$ cat config.mk
export PLATFORM = sky130hd
export DESIGN_NAME = local_region_and_master_window_regs
export DESIGN_NICKNAME = d
export VERILOG_FILES = /design/src/include/lrw_pkg.sv /design/src/include/region_cfg_if.sv /design/src/hw/local_region_and_master_window_regs.sv /design/src/hw/rom_beat_pacer.sv
export SDC_FILE = /design/constraint.sdc
export NUM_CORES = 1
export LEC_CHECK = 0
export BUFFER_PORTS_ARGS = -buffer_cell sky130_fd_sc_hd__buf_2
export CORE_MARGIN = 4
export CORE_UTILIZATION = 30
export DETAILED_ROUTE_END_ITERATION = 6
export MAX_ROUTING_LAYER = met4
export PLACE_DENSITY = 0.52
export SYNTH_ARGS = -nofsm -noshare
export SYNTH_HDL_FRONTEND = slang
export SYNTH_SLANG_ARGS = --single-unit
$ cat constraint.sdc
create_clock -name mclk -period 2.43 [get_ports mclk]
set_input_delay 0.3645 -clock mclk [delete_from_list [all_inputs] [get_ports mclk]]
set_output_delay 0.3645 -clock mclk [all_outputs]
set_load 0.01 [all_outputs]
$ cat src/include/lrw_pkg.sv
// Purpose: Shared constants for the region descriptor and master window registers.
// Assumes: One local clock, mclk, for every register and sequencer.
// Notes: Offsets are byte offsets on the PCI side and on the local side.
package lrw_pkg;
    localparam logic [7:0]  PCI_DESC_OFS  = 8'h18;
    localparam logic [7:0]  PCI_MASK_OFS  = 8'h1C;
    localparam logic [7:0]  PCI_BASE_OFS  = 8'h20;
    localparam logic [7:0]  LOC_DESC_OFS  = 8'h98;
    localparam logic [7:0]  LOC_MASK_OFS  = 8'h9C;
    localparam logic [7:0]  LOC_BASE_OFS  = 8'hA0;
    localparam logic [31:0] DESC_RESET    = 32'h4040_0000;
    localparam logic [31:0] DESC_BUS_WR   = 32'hFDFC_0000;
    localparam logic [31:0] DESC_EE_WR    = 32'hFFFC_0000;
    localparam logic [31:0] WIN_HI_MASK   = 32'hFFFF_0000;
    localparam logic [31:0] ZERO_WORD     = 32'h0000_0000;
    localparam int          ROM_WAIT_LSB  = 18;
    localparam int          ROM_ACK_BIT   = 22;
    localparam int          ROM_LOCAL_BURST_TERMINATE_IN_BIT = 23;
    localparam int          SP0_BURST_BIT = 24;
    localparam int          EXTRA_LD_BIT  = 25;
    localparam int          ROM_BURST_BIT = 26;
    localparam int          WR_MODE_BIT   = 27;
    localparam int          RETRY_LSB     = 28;
    localparam int          RETRY_UNIT_LOG2 = 3;
    typedef enum logic [1:0] {SEL_NONE, SEL_DESC, SEL_MASK, SEL_BASE} reg_sel_e;
endpackage

$ cat src/include/region_cfg_if.sv
// Purpose: Carries expansion ROM settings and beat handshakes to the beat pacer.
// Assumes: Both ends run on mclk.
// Notes: ack and local_burst_terminate_in are already active high here.
`timescale 1ns/100ps
interface region_cfg_if;
    logic [3:0] waitStates;
    logic       ackEn;
    logic       btermEn;
    logic       burstEn;
    logic       start;
    logic       last;
    logic       ack;
    logic       local_burst_terminate_in;
    logic       beat;
    logic       done;
    modport regs  (output waitStates, ackEn, btermEn, burstEn, start, last, ack, local_burst_terminate_in,
                   input beat, done);
    modport pacer (input waitStates, ackEn, btermEn, burstEn, start, last, ack, local_burst_terminate_in,
                   output beat, done);
endinterface

$ cat src/hw/local_region_and_master_window_regs.sv
// Purpose: Region descriptor, master window mask and base, with their control logic.
// Assumes: The local bus and register ports are synchronous to mclk.
// Notes: A PCI-side write beats a local-side write to the same register in one cycle.
`timescale 1ns/100ps
module local_region_and_master_window_regs (
    input  wire logic        mclk,
    input  wire logic        rst_b,
    input  wire logic [7:0]  pciAddr,
    input  wire logic        pciWrite,
    input  wire logic        pciRead,
    input  wire logic [31:0] pciWdata,
    output logic      [31:0] pciRdata,
    input  wire logic [7:0]  locAddr,
    input  wire logic        locWrite,
    input  wire logic        locRead,
    input  wire logic [31:0] locWdata,
    output logic      [31:0] locRdata,
    input  wire logic        eepromLoad,
    input  wire logic [31:0] eepromData,
    output logic             extraLongLoad,
    output logic             space0BurstEn,
    input  wire logic        romStart,
    input  wire logic        romLast,
    input  wire logic        transferAck_b,
    input  wire logic        burstTerm_b,
    output logic             romBeat,
    output logic             romDone,
    input  wire logic        dsActive,
    input  wire logic        dsWrite,
    input  wire logic        dsXferDone,
    input  wire logic        dsWriteFifoFull,
    output logic             dsDisconnect,
    output logic             dsHoldReady,
    output logic             dsRetry,
    input  wire logic [31:0] localAddr,
    input  wire logic        localAddrValid,
    output logic             dmHit
);
    logic [31:0] desc;
    logic [31:0] next_desc;
    logic [31:0] winMask;
    logic [31:0] next_winMask;
    logic [31:0] winBase;
    logic [31:0] next_winBase;
    logic [31:0] next_pciRdata;
    logic [31:0] next_locRdata;
    logic        next_extraLongLoad;
    logic        next_space0BurstEn;
    logic        next_dsDisconnect;
    logic        next_dsHoldReady;
    logic        next_dsRetry;
    logic        next_dmHit;
    logic [6:0]  retryCnt;
    logic [6:0]  next_retryCnt;
    logic [6:0]  retryTarget;
    logic        armed;
    logic        ackSeen;
    logic        btermSeen;
    logic [7:0]  armedLen;
    lrw_pkg::reg_sel_e pciSel;
    lrw_pkg::reg_sel_e locSel;

    region_cfg_if romIf ();

    function automatic lrw_pkg::reg_sel_e decode(input logic [7:0] a, input logic [7:0] d,
                                                 input logic [7:0] m, input logic [7:0] b);
        if (a == d) begin
            return lrw_pkg::SEL_DESC;
        end else if (a == m) begin
            return lrw_pkg::SEL_MASK;
        end else if (a == b) begin
            return lrw_pkg::SEL_BASE;
        end
        return lrw_pkg::SEL_NONE;
    endfunction

    function automatic logic [31:0] readReg(input lrw_pkg::reg_sel_e s, input logic [31:0] d,
                                            input logic [31:0] m, input logic [31:0] b);
        unique case (s)
            lrw_pkg::SEL_DESC: return d;
            lrw_pkg::SEL_MASK: return m;
            lrw_pkg::SEL_BASE: return b;
            lrw_pkg::SEL_NONE: return lrw_pkg::ZERO_WORD;
        endcase
    endfunction

    assign pciSel = decode(pciAddr, lrw_pkg::PCI_DESC_OFS, lrw_pkg::PCI_MASK_OFS,
                           lrw_pkg::PCI_BASE_OFS);
    assign locSel = decode(locAddr, lrw_pkg::LOC_DESC_OFS, lrw_pkg::LOC_MASK_OFS,
                           lrw_pkg::LOC_BASE_OFS);

    // Local writes apply first so that a PCI write in the same cycle overrides them.
    always_comb begin
        next_desc    = desc;
        next_winMask = winMask;
        next_winBase = winBase;
        if (locWrite && locSel == lrw_pkg::SEL_DESC) begin
            next_desc = (desc & ~lrw_pkg::DESC_BUS_WR) | (locWdata & lrw_pkg::DESC_BUS_WR);
        end
        if (locWrite && locSel == lrw_pkg::SEL_MASK) begin
            next_winMask = locWdata & lrw_pkg::WIN_HI_MASK;
        end
        if (locWrite && locSel == lrw_pkg::SEL_BASE) begin
            next_winBase = locWdata & lrw_pkg::WIN_HI_MASK;
        end
        if (pciWrite && pciSel == lrw_pkg::SEL_DESC) begin
            next_desc = (desc & ~lrw_pkg::DESC_BUS_WR) | (pciWdata & lrw_pkg::DESC_BUS_WR);
        end
        if (pciWrite && pciSel == lrw_pkg::SEL_MASK) begin
            next_winMask = pciWdata & lrw_pkg::WIN_HI_MASK;
        end
        if (pciWrite && pciSel == lrw_pkg::SEL_BASE) begin
            next_winBase = pciWdata & lrw_pkg::WIN_HI_MASK;
        end
        // The EEPROM load is the only path into the extra long load bit.
        if (eepromLoad) begin
            next_desc = (desc & ~lrw_pkg::DESC_EE_WR) | (eepromData & lrw_pkg::DESC_EE_WR);
        end
        next_pciRdata      = pciRead ? readReg(pciSel, desc, winMask, winBase) : pciRdata;
        next_locRdata      = locRead ? readReg(locSel, desc, winMask, winBase) : locRdata;
        next_extraLongLoad = desc[lrw_pkg::EXTRA_LD_BIT];
        next_space0BurstEn = desc[lrw_pkg::SP0_BURST_BIT];
    end

    // Slave write FIFO policy and retry timer.
    assign retryTarget = 7'(desc[lrw_pkg::RETRY_LSB +: 4]) << lrw_pkg::RETRY_UNIT_LOG2;
    assign armed = dsActive && !dsXferDone && (!dsWrite || desc[lrw_pkg::WR_MODE_BIT]);

    always_comb begin
        next_dsDisconnect = dsActive && dsWrite && dsWriteFifoFull
                            && !desc[lrw_pkg::WR_MODE_BIT];
        next_dsHoldReady  = dsActive && dsWrite && dsWriteFifoFull
                            && desc[lrw_pkg::WR_MODE_BIT];
        next_dsRetry      = armed && ((retryTarget == 7'h00)
                            || (retryCnt + 7'h01 == retryTarget));
        next_retryCnt     = (armed && !next_dsRetry) ? retryCnt + 7'h01 : 7'h00;
        next_dmHit        = localAddrValid
                            && ((localAddr & winMask) == (winBase & winMask));
    end

    always_ff @(posedge mclk or negedge rst_b) begin
        if (!rst_b) begin
            desc          <= lrw_pkg::DESC_RESET;
            winMask       <= lrw_pkg::ZERO_WORD;
            winBase       <= lrw_pkg::ZERO_WORD;
            pciRdata      <= lrw_pkg::ZERO_WORD;
            locRdata      <= lrw_pkg::ZERO_WORD;
            extraLongLoad <= 1'b0;
            space0BurstEn <= 1'b0;
            dsDisconnect  <= 1'b0;
            dsHoldReady   <= 1'b0;
            dsRetry       <= 1'b0;
            retryCnt      <= 7'h00;
            dmHit         <= 1'b0;
            ackSeen       <= 1'b0;
            btermSeen     <= 1'b0;
        end else begin
            desc          <= next_desc;
            winMask       <= next_winMask;
            winBase       <= next_winBase;
            pciRdata      <= next_pciRdata;
            locRdata      <= next_locRdata;
            extraLongLoad <= next_extraLongLoad;
            space0BurstEn <= next_space0BurstEn;
            dsDisconnect  <= next_dsDisconnect;
            dsHoldReady   <= next_dsHoldReady;
            dsRetry       <= next_dsRetry;
            retryCnt      <= next_retryCnt;
            dmHit         <= next_dmHit;
            ackSeen       <= !transferAck_b;
            btermSeen     <= !burstTerm_b;
        end
    end

    // Registering the strobes costs a cycle of latency but keeps pin timing off the pacer.
    assign romIf.waitStates = desc[lrw_pkg::ROM_WAIT_LSB +: 4];
    assign romIf.ackEn      = desc[lrw_pkg::ROM_ACK_BIT];
    assign romIf.btermEn    = desc[lrw_pkg::ROM_LOCAL_BURST_TERMINATE_IN_BIT];
    assign romIf.burstEn    = desc[lrw_pkg::ROM_BURST_BIT];
    assign romIf.start      = romStart;
    assign romIf.last       = romLast;
    assign romIf.ack        = ackSeen;
    assign romIf.local_burst_terminate_in      = btermSeen;
    assign romBeat          = romIf.beat;
    assign romDone          = romIf.done;

    rom_beat_pacer pacer (
        .mclk  (mclk),
        .rst_b (rst_b),
        .cfg   (romIf.pacer)
    );

    // Helper for the retry check: armed cycles since arming or since the last retry.
    always_ff @(posedge mclk or negedge rst_b) begin
        if (!rst_b) begin
            armedLen <= 8'h00;
        end else begin
            armedLen <= !armed ? 8'h00 : (dsRetry ? 8'h01 : armedLen + 8'h01);
        end
    end
endmodule

$ cat src/hw/rom_beat_pacer.sv
// Purpose: Paces expansion ROM data beats with wait states, acknowledge and burst end.
// Assumes: start is a one-cycle pulse while idle; inputs are on mclk.
// Notes: beat and done are registered, one cycle after the deciding cycle.
`timescale 1ns/100ps
module rom_beat_pacer (
    input wire logic     mclk,
    input wire logic     rst_b,
    region_cfg_if.pacer  cfg
);
    typedef enum logic {P_IDLE, P_WAIT} pace_e;
    pace_e      state;
    pace_e      next_state;
    logic [3:0] cnt;
    logic [3:0] next_cnt;
    logic       beat;
    logic       next_beat;
    logic       done;
    logic       next_done;
    logic       go;
    logic       stop;
    logic [4:0] gap;
    logic [4:0] next_gap;

    assign go   = (state == P_WAIT) && (cnt == 4'h0) && (!cfg.ackEn || cfg.ack);
    assign stop = cfg.last || !cfg.burstEn || (cfg.btermEn && cfg.local_burst_terminate_in);

    always_comb begin
        next_state = state;
        next_cnt   = cnt;
        next_beat  = 1'b0;
        next_done  = 1'b0;
        unique case (state)
            P_IDLE: begin
                if (cfg.start) begin
                    next_state = P_WAIT;
                    next_cnt   = cfg.waitStates;
                end
            end
            P_WAIT: begin
                if (cnt != 4'h0) begin
                    next_cnt = cnt - 4'h1;
                end else if (go) begin
                    next_beat = 1'b1;
                    next_cnt  = cfg.waitStates;
                    if (stop) begin
                        next_done  = 1'b1;
                        next_state = P_IDLE;
                    end
                end
            end
        endcase
    end

    always_comb begin
        if (cfg.start && state == P_IDLE) begin
            next_gap = 5'h00;
        end else if (beat) begin
            next_gap = 5'h01;
        end else if (gap != 5'h1F) begin
            next_gap = gap + 5'h01;
        end else begin
            next_gap = gap;
        end
    end

    always_ff @(posedge mclk or negedge rst_b) begin
        if (!rst_b) begin
            state <= P_IDLE;
            cnt   <= 4'h0;
            beat  <= 1'b0;
            done  <= 1'b0;
            gap   <= 5'h00;
        end else begin
            state <= next_state;
            cnt   <= next_cnt;
            beat  <= next_beat;
            done  <= next_done;
            gap   <= next_gap;
        end
    end

    assign cfg.beat = beat;
    assign cfg.done = done;
endmodule

==> metrics.cfg, run 1 <==
[drt]
viasPerCell=5.08
post-route-drc-count=0
final_antenna_net_count=0
avgRoutedWirePerCell_um=19.7
dr_total_vias=4981
totalWireLength_um=19300
firstDrtPassIters=6
drt_iter0_markers=445

[timing]
fin_crit_ns=1.96
post-route-period-util_pct=80.8
rsz0062_at_grt=no
slew_viol_final=0
skew_ns=0.0105
fin_setup_tns_ns=0
setup_viol=0
fmax_ghz=0.509
hold_viol_final=0
timing.slew.headroom_pct=58.6
worstMarginPinSlew_ns=0.620
setup_ws_ns=0.467

[clock_network]
htreeDepth=3
clockBufferDepth=2
postCtsHoldBufs=1
clk_latency_ns=0.36
clkSlewWorstSetupHoldPaths_ns=0.07
cts_tree=done
postCtsSetupBuffers=0
cts.sinks=100
cts_resized=0
cts.root.buffer_cell=clkbuf_16
cts_buffers=9

[placement]
hpwlAfterDp_um=14300
place_ws_ns=0.319
portBuffers=133
placedCellCount=963
gp_congestion=0.884

[run_status]
status=complete, no violations

[global_routing]
grt_overflow_total=0
grt_max_degree=60
antenna_found_initial=0
grt_pass1_wl_um=29900
grt_pass1_vias=5130
grt_usage_pct=18.3

[yosys]
async_reset_ff_share_pct=100
synth_compound_area_share_pct=22.2
synth_edf_count=0
synth_seq_cells=100
synth-xor-area-share_pct=4.24
synth.avg_cell_area_um2=9.81
synth_top_family_by_area=compound AO/OA/AOI/OAI gates
synth_top_area_share_pct=42.4
ys_types=56
synthMuxAreaShare_pct=6.78
synthFlopType=dfrtp_1
synth_adder_area_share_pct=0.648
yosysTopAreaCell=dfrtp_1
yosysSeqAreaShare_pct=43.3
yosysWarnings=0
synth.area.top_cells=dfrtp_1 (42%), mux2i_1 (6.4%), a22o_1 (4.8%)
netlist_area_mm2=0.00579
syn_inst=590
synth_simple_gate_area_share_pct=13.0

[power]
powerDensity_mw_per_mm2=620
p_leak_nw=3.34
max-vdd-ir-drop_v=0.000329

[critical_path]
cp-end-kind=flip-flop
slowest_delay_ns=0.41
cp.required_ns=2.67
r2r_end=retryCnt[0]
worstSetupStartpointType=flip-flop
critical_path.max_fanout=5
startpoint=retryCnt[0]
r2r_slack_ns=0.47
r2r_cells=6
arrival_ns=2.20
slowest_stage=dfrtp_1
worstReg2RegStart=retryCnt[0]
crit_path_end=retryCnt[0]
path_class=reg2reg
path_cells=ha_1, and3_1, nand3_1, xnor2_1, nor2_1, a2111oi_2

[layout]
area_growth_pct=20.1
final_nets=878
drive_above_1_share_pct=27.2
fin_util_pct=36.9
layoutNonFillerInstCount=980
diodes=0
layout.filler_cells=1921

[die]
die_area_mm2=0.0216
dieWidth_um=147
initial_core_util_pct=30.8
ios=232
rows=50
core-area_mm2=0.0188
dieHeight_um=147

[run]
cap_violations=0

[hold_path]
min_path_type=in2reg

-- placed cells by master (no fill, tap or decap), types with 4 or more instances in the layout --
cell       instances
o21ai_1            8
inv_1             26
nand3_1            5
a22o_1            32
o21ai_0           37
conb_1            32
o21ai_2           13
a21oi_1           21
nand2_1           52
nor2_1            30
a2bb2oi_1          6
nand4_1            4
and3_1             8
o221ai_1           6
xnor2_1            7
a21o_1             4
clkbuf_16          9
buf_2            132
mux2i_1           37
buf_4             21
a211oi_1           7
o2111ai_1         14
nand2b_1          18
a22oi_1           17
dfrtp_1           98
xor2_1            21
nor3_1             5
-- stage by stage --
step	total power, mW	instance area, µm²	hold WS (ns)
after detailed placement	2.71	6610	0.187
final	4.31	6950	0.140
after floorplan	2.42	5910	0.0689
after global routing	4.52	6950	0.135
after global placement	2.68	6610	0.187
after CTS	4.35	6950	0.128
-- kinds of logic after synthesis --
group | after synthesis
AOI/OAI and AO/OA | 178
and+or+nand+nor | 143
DFF | 100
buffers and inverters | 98
muxes | 39
xor gates and xnor gates | 28
adders and majority gates | 3
other | 1
-- per-layer routing --
layer  wire length, µm  vias to the layer above  global-route usage (%)
met2              8900                      218                    28.0
met5                 0                        -                       -
met1              8530                     2408                    24.5
met3              1430                       28                    3.21
li1                  -                     2327                       -
met4               498                        0                    6.85
-- critical path: cells and delay by family, from the launching register on --
family                     cells  cell delay (ns)
DFF                            1             0.41
adders and majority gates      1             0.24
xor gates and xnor gates       1             0.33
and+or+nand+nor                3             0.57
AOI/OAI and AO/OA              1             0.32
-- report_power, final --
| part | leakage (nW) | internal, mW | switching [mW] | total, mW |
|---|---|---|---|---|
| logic | 1.87 | 0.310 | 0.412 | 0.721 |
| registers | 1.30 | 1.81 | 0.151 | 1.97 |
| clock network | 0.166 | 0.963 | 0.658 | 1.62 |
| total | 3.34 | 3.09 | 1.22 | 4.31 |
-- worst min path at each step --
stage	from	to	slack, ns	cells after the start
final	burstTerm_b	btermSeen	0.14	2
after global routing	transferAck_b	ackSeen	0.13	2
after CTS	burstTerm_b	btermSeen	0.13	2
after detailed placement	rst_b	locRdata[16]	0.19	1
after global placement	rst_b	locRdata[16]	0.19	1
after floorplan	rst_b	ackSeen	0.07	0
-- synth_stat cells, drive strengths merged (3+ instances only) --
library cell,n
and3,8
o221ai,6
mux2i,37
a21o,4
ha,3
xnor2,7
a22oi,17
nand4,4
nor3b,3
a2bb2oi,6
o21ai,58
inv,26
clkbuf,20
xor2,21
a22o,32
a21oi,21
nor3,5
and4,3
and4b,3
nand2,53
nand3,5
o2111ai,14
buf,52
nor2,30
nand2b,18
a211oi,7
dfrtp,98
-- cell type report --
type	instances	area, µm²	share of cell area, %
clock inverters	5	82.6	1.19
multi-input cells	423	2840	40.9
flip-flops and latches	100	2500	36.0
well taps	260	325	4.68
clock buffers	11	253	3.63
repair buffers	155	848	12.2
inverters	26	97.6	1.40
-- state kept, by name (all words and copies together), names as in the netlist, 4 cells and up --
name and flops:
winBase 16, winMask 16, pciRdata 16, locRdata 16, pacer.cnt 4, retryCnt 7
desc 14
No activity file was read; power rests on OpenSTA's default activity.
==> run 2: changes to the inputs <==
Clock period 2.43 ns to 1.85 ns, I/O delays scaled along.
==> metrics.cfg, run 2 (same netlist as run 1, synthesis figures left out) <==
[die]
core-area_mm2=0.0188  ; unchanged
dieWidth_um=147  ; unchanged
ios=232  ; unchanged
die_area_mm2=0.0216  ; unchanged
initial_core_util_pct=30.8  ; unchanged
rows=50  ; unchanged
dieHeight_um=147  ; unchanged

[global_routing]
grt_pass1_vias=5210  ; +1.6%
antenna_found_initial=0  ; unchanged
grt_overflow_total=0  ; unchanged
grt_max_degree=61  ; +1.7%
grt_usage_pct=18.8  ; +0.48 points
grt_pass1_wl_um=30800  ; +3.1%

[power]
p_int_mw=4.04  ; +31%
pwr-share-comb_pct=17.8  ; +1.1 points
seqPwrFrac_pct=45.8  ; +0.2 points
switchingPower_mw=1.61  ; +32%
pwr-share-clk_pct=36.4  ; -1.2 points
power_mw=5.65  ; +31%
max-vdd-ir-drop_v=0.000369  ; +12%
p_leak_nw=3.43  ; +2.6%
powerDensity_mw_per_mm2=794  ; +28%
sw_frac_of_total_pct=28.6  ; +0.23 points

[layout]
layout_commonest_cell=buf_2
final_nets=894  ; +1.8%
final_cell_mix=buf_2 (132), dfrtp_1 (98), nand2_1 (52), o21ai_0 (37), mux2i_1 (37)
design_area_mm2=0.00712  ; +2.3%
drive_above_1_share_pct=29.4  ; +2.2 points
area_growth_pct=22.9
diodes=0  ; unchanged

[clock_network]
cts_buffers=9  ; unchanged
cts_tree=done
clockBufferDepth=2  ; unchanged
postCtsSetupBuffers=0  ; unchanged
cts.sinks=100  ; unchanged
cts.root.buffer_cell=clkbuf_16
clkSlewWorstSetupHoldPaths_ns=0.07  ; about the same
clk_latency_ns=0.35  ; about the same
htreeDepth=3  ; unchanged

[run_status]
status=complete, no violations

[critical_path]
critical_path.max_fanout=4  ; -1
cp.required_ns=2.06  ; -0.61 ns
r2r_cells=6  ; unchanged
path_class=reg2reg
worstSetupStartpointType=flip-flop
worstReg2RegStart=retryCnt[0]
r2r_end=retryCnt[3]
cp-end-kind=flip-flop
arrival_ns=1.97  ; -0.23 ns
r2r_slack_ns=0.1  ; -0.37 ns
startpoint=retryCnt[0]

[hold_path]
holdPathStages=2  ; unchanged
hold_path_end=btermSeen
min_path_type=in2reg
hold_start=burstTerm_b

[timing]
setup_ws_ns=0.0953  ; -0.372 ns
setup_viol=0  ; unchanged
skew_ns=0.00643  ; -0.00410 ns
fmax_ghz=0.570  ; +12%
slew_viol_final=0  ; unchanged
hold_viol_final=0  ; unchanged
fin_crit_ns=1.75  ; -0.208 ns
worstMarginPinSlew_ns=0.622  ; +0.00132 ns
post-route-period-util_pct=94.8  ; +14 points
rsz0062_at_grt=yes
timing.slew.headroom_pct=58.6  ; about the same
hold_ws_ns=0.0614  ; -0.0783 ns

[drt]
post-route-drc-count=0  ; unchanged
viasPerCell=5.15  ; +1.4%
firstDrtPassIters=5  ; -1
drt_iter0_markers=503  ; +13%
totalWireLength_um=19700  ; +2.0%
avgRoutedWirePerCell_um=19.9  ; +0.58%
final_antenna_net_count=0  ; unchanged
dr_total_vias=5124  ; +2.9%

[placement]
gp_congestion=0.956  ; +8.2%
postPlaceCellArea_mm2=0.00677  ; +2.4%
place_ws_ns=-0.0716  ; -0.391 ns
hpwlAfterDp_um=14800  ; +3.7%
portBuffers=133  ; unchanged

[run]
cap_violations=0  ; unchanged

[run 2: cell type report]
cell class                 instances  area (µm²)
clock buffer                      10         239
clock inverter                     4        73.8
fill                            1908       11700
inverter                          26        97.6
multi-input combinational        423        2870
sequential                       100        2500
tap                              260         325
timing repair buffer             171        1010
[run 2: worst max-delay path by stage]
| stage | endpoint | slack (ns) | cells after the start |
|---|---|---|---|
| after floorplan | retryCnt[0] | 0.15 | 6 |
| after global placement | desc[24] | -0.06 | 7 |
| after detailed placement | desc[18] | -0.07 | 7 |
| after CTS | retryCnt[3] | 0.03 | 6 |
| after global routing | retryCnt[3] | -0.02 | 6 |
| final | retryCnt[3] | 0.1 | 6 |
[run 2: power by group through the flow]
stage | Clock, mW | Combinational [mW] | Sequential (mW)
final | 2.06 | 1.01 | 2.59
after global routing | 2.19 | 1.12 | 2.62
after CTS | 2.10 | 0.999 | 2.58
after detailed placement | 0 | 0.993 | 2.62
after global placement | 0 | 0.942 | 2.61
after floorplan | 0 | 0.594 | 2.58
[run 2: layer usage]
metal	track usage [%]	routed length (µm)	vias to the layer above
li1	-	-	2353
met1	25.9	8850	2526
met2	28.6	9150	218
met3	3.02	1310	27
met4	5.87	433	0
met5	-	0	-
[run 2: worst max-delay path: stages, from the launching register on]
cell and delay (ns):
dfrtp_1 0.38, buf_4 0.14, nand3_1 0.11, nor2_1 0.07
xnor2_1 0.32, mux2i_1 0.43, a211oi_1 0.15
[run 2: per-stage QoR]
step	setup TNS, ns	util [%]	std cells
floorplan	0	-	621
finish	0	37.8	994
detailed placement	-0.443	35.9	979
CTS	0	37.7	994
global placement	-0.366	35.9	979
global route	-0.0298	37.8	994
[run 2: timing repair]
action | in CTS | in global routing
pin swaps | 0 | 0
gates resized for setup | 1 | 5
hold buffers | 1 | 0
endpoints found under the hold margin | 19 | 0
endpoints found under the setup margin | 1 | 8
==> run 3: changes to the inputs <==
Settings changed: SYNTH_HIERARCHICAL from default to 1.
==> metrics.cfg, run 3 <==
[power]
p_leak_nw=3.48  ; +1.6%
p_int_mw=3.90  ; -3.5%
switchingPower_mw=1.75  ; +8.2%
seqPwrFrac_pct=48.0  ; +2.2 points
sw_frac_of_total_pct=30.9  ; +2.4 points
max-vdd-ir-drop_v=0.000472  ; +28%
pwr-share-comb_pct=20.5  ; +2.7 points
powerDensity_mw_per_mm2=805  ; +1.3%
pwr-share-clk_pct=31.5  ; -4.9 points

[critical_path]
worstSetupStartpointType=flip-flop
path_class=reg2reg
cp.required_ns=2.08  ; +0.02 ns
cp-end-kind=flip-flop
critical_path.max_fanout=6  ; +2
arrival_ns=2.00  ; +0.03 ns

[yosys]
ys_types=62  ; +11%
synthFlopType=dfrtp_1
netlist_area_mm2=0.00573  ; -0.99%
yosysTopAreaCell=dfrtp_1
synth_seq_cells=100  ; unchanged
synth_edf_count=0  ; unchanged
synth_adder_area_share_pct=0.436  ; -0.21 points
synth_simple_gate_area_share_pct=16.0  ; +3.0 points
synth_top_area_share_pct=42.8  ; +0.43 points
async_reset_ff_share_pct=100  ; unchanged
synthMuxAreaShare_pct=5.78  ; -1.0 points
yosysWarnings=6  ; +6
synth_compound_area_share_pct=20.4  ; -1.8 points
synthTopCellsByCount=nor2_1 (104), dfrtp_1 (98), a21oi_1 (61)
synth_top_family_by_area=compound AO/OA/AOI/OAI gates
synth.area.top_cells=dfrtp_1 (43%), nor2_1 (6.8%), mux2i_1 (5.6%)
synth-xor-area-share_pct=4.52  ; +0.28 points
yosysSeqAreaShare_pct=43.7  ; +0.43 points
syn_inst=619  ; +4.9%
synth.most_common_cell=nor2_1
synth.avg_cell_area_um2=9.26  ; -5.6%

[clock_network]
clk_latency_ns=0.35  ; about the same
postCtsSetupBuffers=0  ; unchanged
cts.root.buffer_cell=clkbuf_16
cts_tree=done
htreeDepth=3  ; unchanged
clockBufferDepth=2  ; unchanged
clkSlewWorstSetupHoldPaths_ns=0.07  ; about the same
cts.sinks=100  ; unchanged
cts_buffers=9  ; unchanged

[global_routing]
antenna_found_initial=0  ; unchanged
grt_usage_pct=17.8  ; -1.0 points
grt-busiest-layer=met2
grt.met2_usage_pct=26.3  ; -2.2 points
grt_overflow_total=0  ; unchanged
met1_usage_pct=24.7  ; -1.2 points
grt_pass1_vias=4876  ; -6.4%
grt_pass1_wl_um=28600  ; -7.2%
grt_max_degree=42  ; -31%
grtUsageMet3_pct=3.85  ; +0.83 points

[timing]
setup_viol=0  ; unchanged
rsz0062_at_grt=no
slew_viol_final=0  ; unchanged
hold_ws_ns=0.0559  ; -0.00549 ns
timing.slew.headroom_pct=60.7  ; +2.2 points
hold_viol_final=0  ; unchanged
fmax_ghz=0.566  ; -0.60%
setup_ws_ns=0.0847  ; -0.0107 ns
fin_crit_ns=1.77  ; +0.0107 ns
post-route-period-util_pct=95.4  ; +0.58 points
worstMarginPinSlew_ns=0.589  ; -0.0324 ns
skew_ns=0.0103  ; +0.00387 ns

[die]
die_area_mm2=0.0214  ; -0.94%
core-area_mm2=0.0188  ; -0.33%
dieWidth_um=146  ; -0.47%
dieHeight_um=146  ; -0.47%
initial_core_util_pct=30.5  ; -0.20 points
rows=50  ; unchanged
ios=232  ; unchanged

[drt]
drt_iter0_markers=308  ; -39%
viasPerCell=5.01  ; -2.7%
avgRoutedWirePerCell_um=18.6  ; -6.1%
final_antenna_net_count=0  ; unchanged
post-route-drc-count=0  ; unchanged
dr_total_vias=4999  ; -2.4%
firstDrtPassIters=5  ; unchanged
totalWireLength_um=18600  ; -5.9%

[run_status]
status=complete, no violations

[layout]
multi_input_area_mm2=0.00283  ; -1.5%
diodes=0  ; unchanged
final_cell_mix=buf_2 (132), nor2_1 (103), dfrtp_1 (98), a21oi_1 (61)
regArea_mm2=0.00250  ; unchanged
layout_commonest_cell=buf_2
drive_above_1_share_pct=27.4  ; -2.0 points
final_nets=920  ; +2.9%
area_growth_pct=22.3
layout.filler_cells=1974  ; +3.5%

[hold_path]
min_path_type=in2reg

[run]
cap_violations=0  ; unchanged

[placement]
gp_congestion=0.791  ; -17%
portBuffers=133  ; unchanged
hpwlAfterDp_um=14300  ; -3.9%
place_ws_ns=-0.189  ; -0.117 ns

[run 3: final timing paths]
kind / start / end / slack (ns) / cells past startpoint
worst max-delay path: pacer/cnt[0] / pacer/cnt[0] / 0.08 / 5
worst min-delay path: burstTerm_b / btermSeen / 0.06 / 2
worst max register to register: pacer/cnt[0] / pacer/cnt[0] / 0.08 / 5
worst min register to register: desc[25] / extraLongLoad / 0.44 / 0
max in group asynchronous: rst_b / desc[30] / 0.83 / 3
min in group asynchronous: rst_b / pacer/cfg.done / 0.40 / 2
[run 3: critical path, stage by stage (launching register included)]
cell,delay [ns]
dfrtp_1,0.43
inv_1,0.08
ha_1,0.24
or3b_4,0.45
a222oi_1,0.34
nand3_1,0.11
[run 3: logic make-up after synthesis]
kind of cell / count (synthesis)
AOI/OAI and AO/OA: 171
xor gates and xnor gates: 28
and+or+nand+nor: 186
DFF: 100
adders and majority gates: 2
other: 1
muxes: 33
buffers and inverters: 98
[run 3: metal layers]
metal | vias to the layer above | wire, µm
met4 | 0 | 316
met1 | 2414 | 8730
met2 | 160 | 8480
met5 | - | 0
li1 | 2408 | -
met3 | 17 | 1050
[run 3: final cells by class]
| type | instances | area share (%) |
|---|---|---|
| tap | 234 | 4.17 |
| multi-input combinational | 452 | 40.3 |
| timing repair buffer | 167 | 14.5 |
| clock buffer | 11 | 3.46 |
| clock inverter | 5 | 0.393 |
| inverter | 28 | 1.50 |
| sequential | 100 | 35.7 |
[run 3: what timing repair did]
item	CTS	global route
endpoints found under the setup margin	0	7
gates resized for setup	0	1
hold buffers	1	0
hold endpoints to repair	26	0
[run 3: metrics by stage]
stage | instance area (µm²) | setup TNS (ns) | utilization (%) | total power, mW | instances
2_1_floorplan | 5850 | 0 | - | 3.44 | 650
3_3_place_gp | 6730 | -5.10 | 35.9 | 3.89 | 980
3_5_place_dp | 6730 | -6.12 | 35.9 | 3.91 | 980
4_1_cts | 7010 | 0 | 37.4 | 5.71 | 997
5_1_grt | 7010 | 0 | 37.4 | 5.96 | 997
6_report | 7010 | 0 | 37.4 | 5.64 | 997
[run 3: power by group through the flow]
stage	Clock, mW	Sequential (mW)	Combinational, mW
floorplan	0	2.65	0.790
global placement	0	2.75	1.15
detailed placement	0	2.75	1.16
CTS	1.84	2.70	1.16
global route	1.93	2.74	1.29
finish	1.78	2.71	1.15
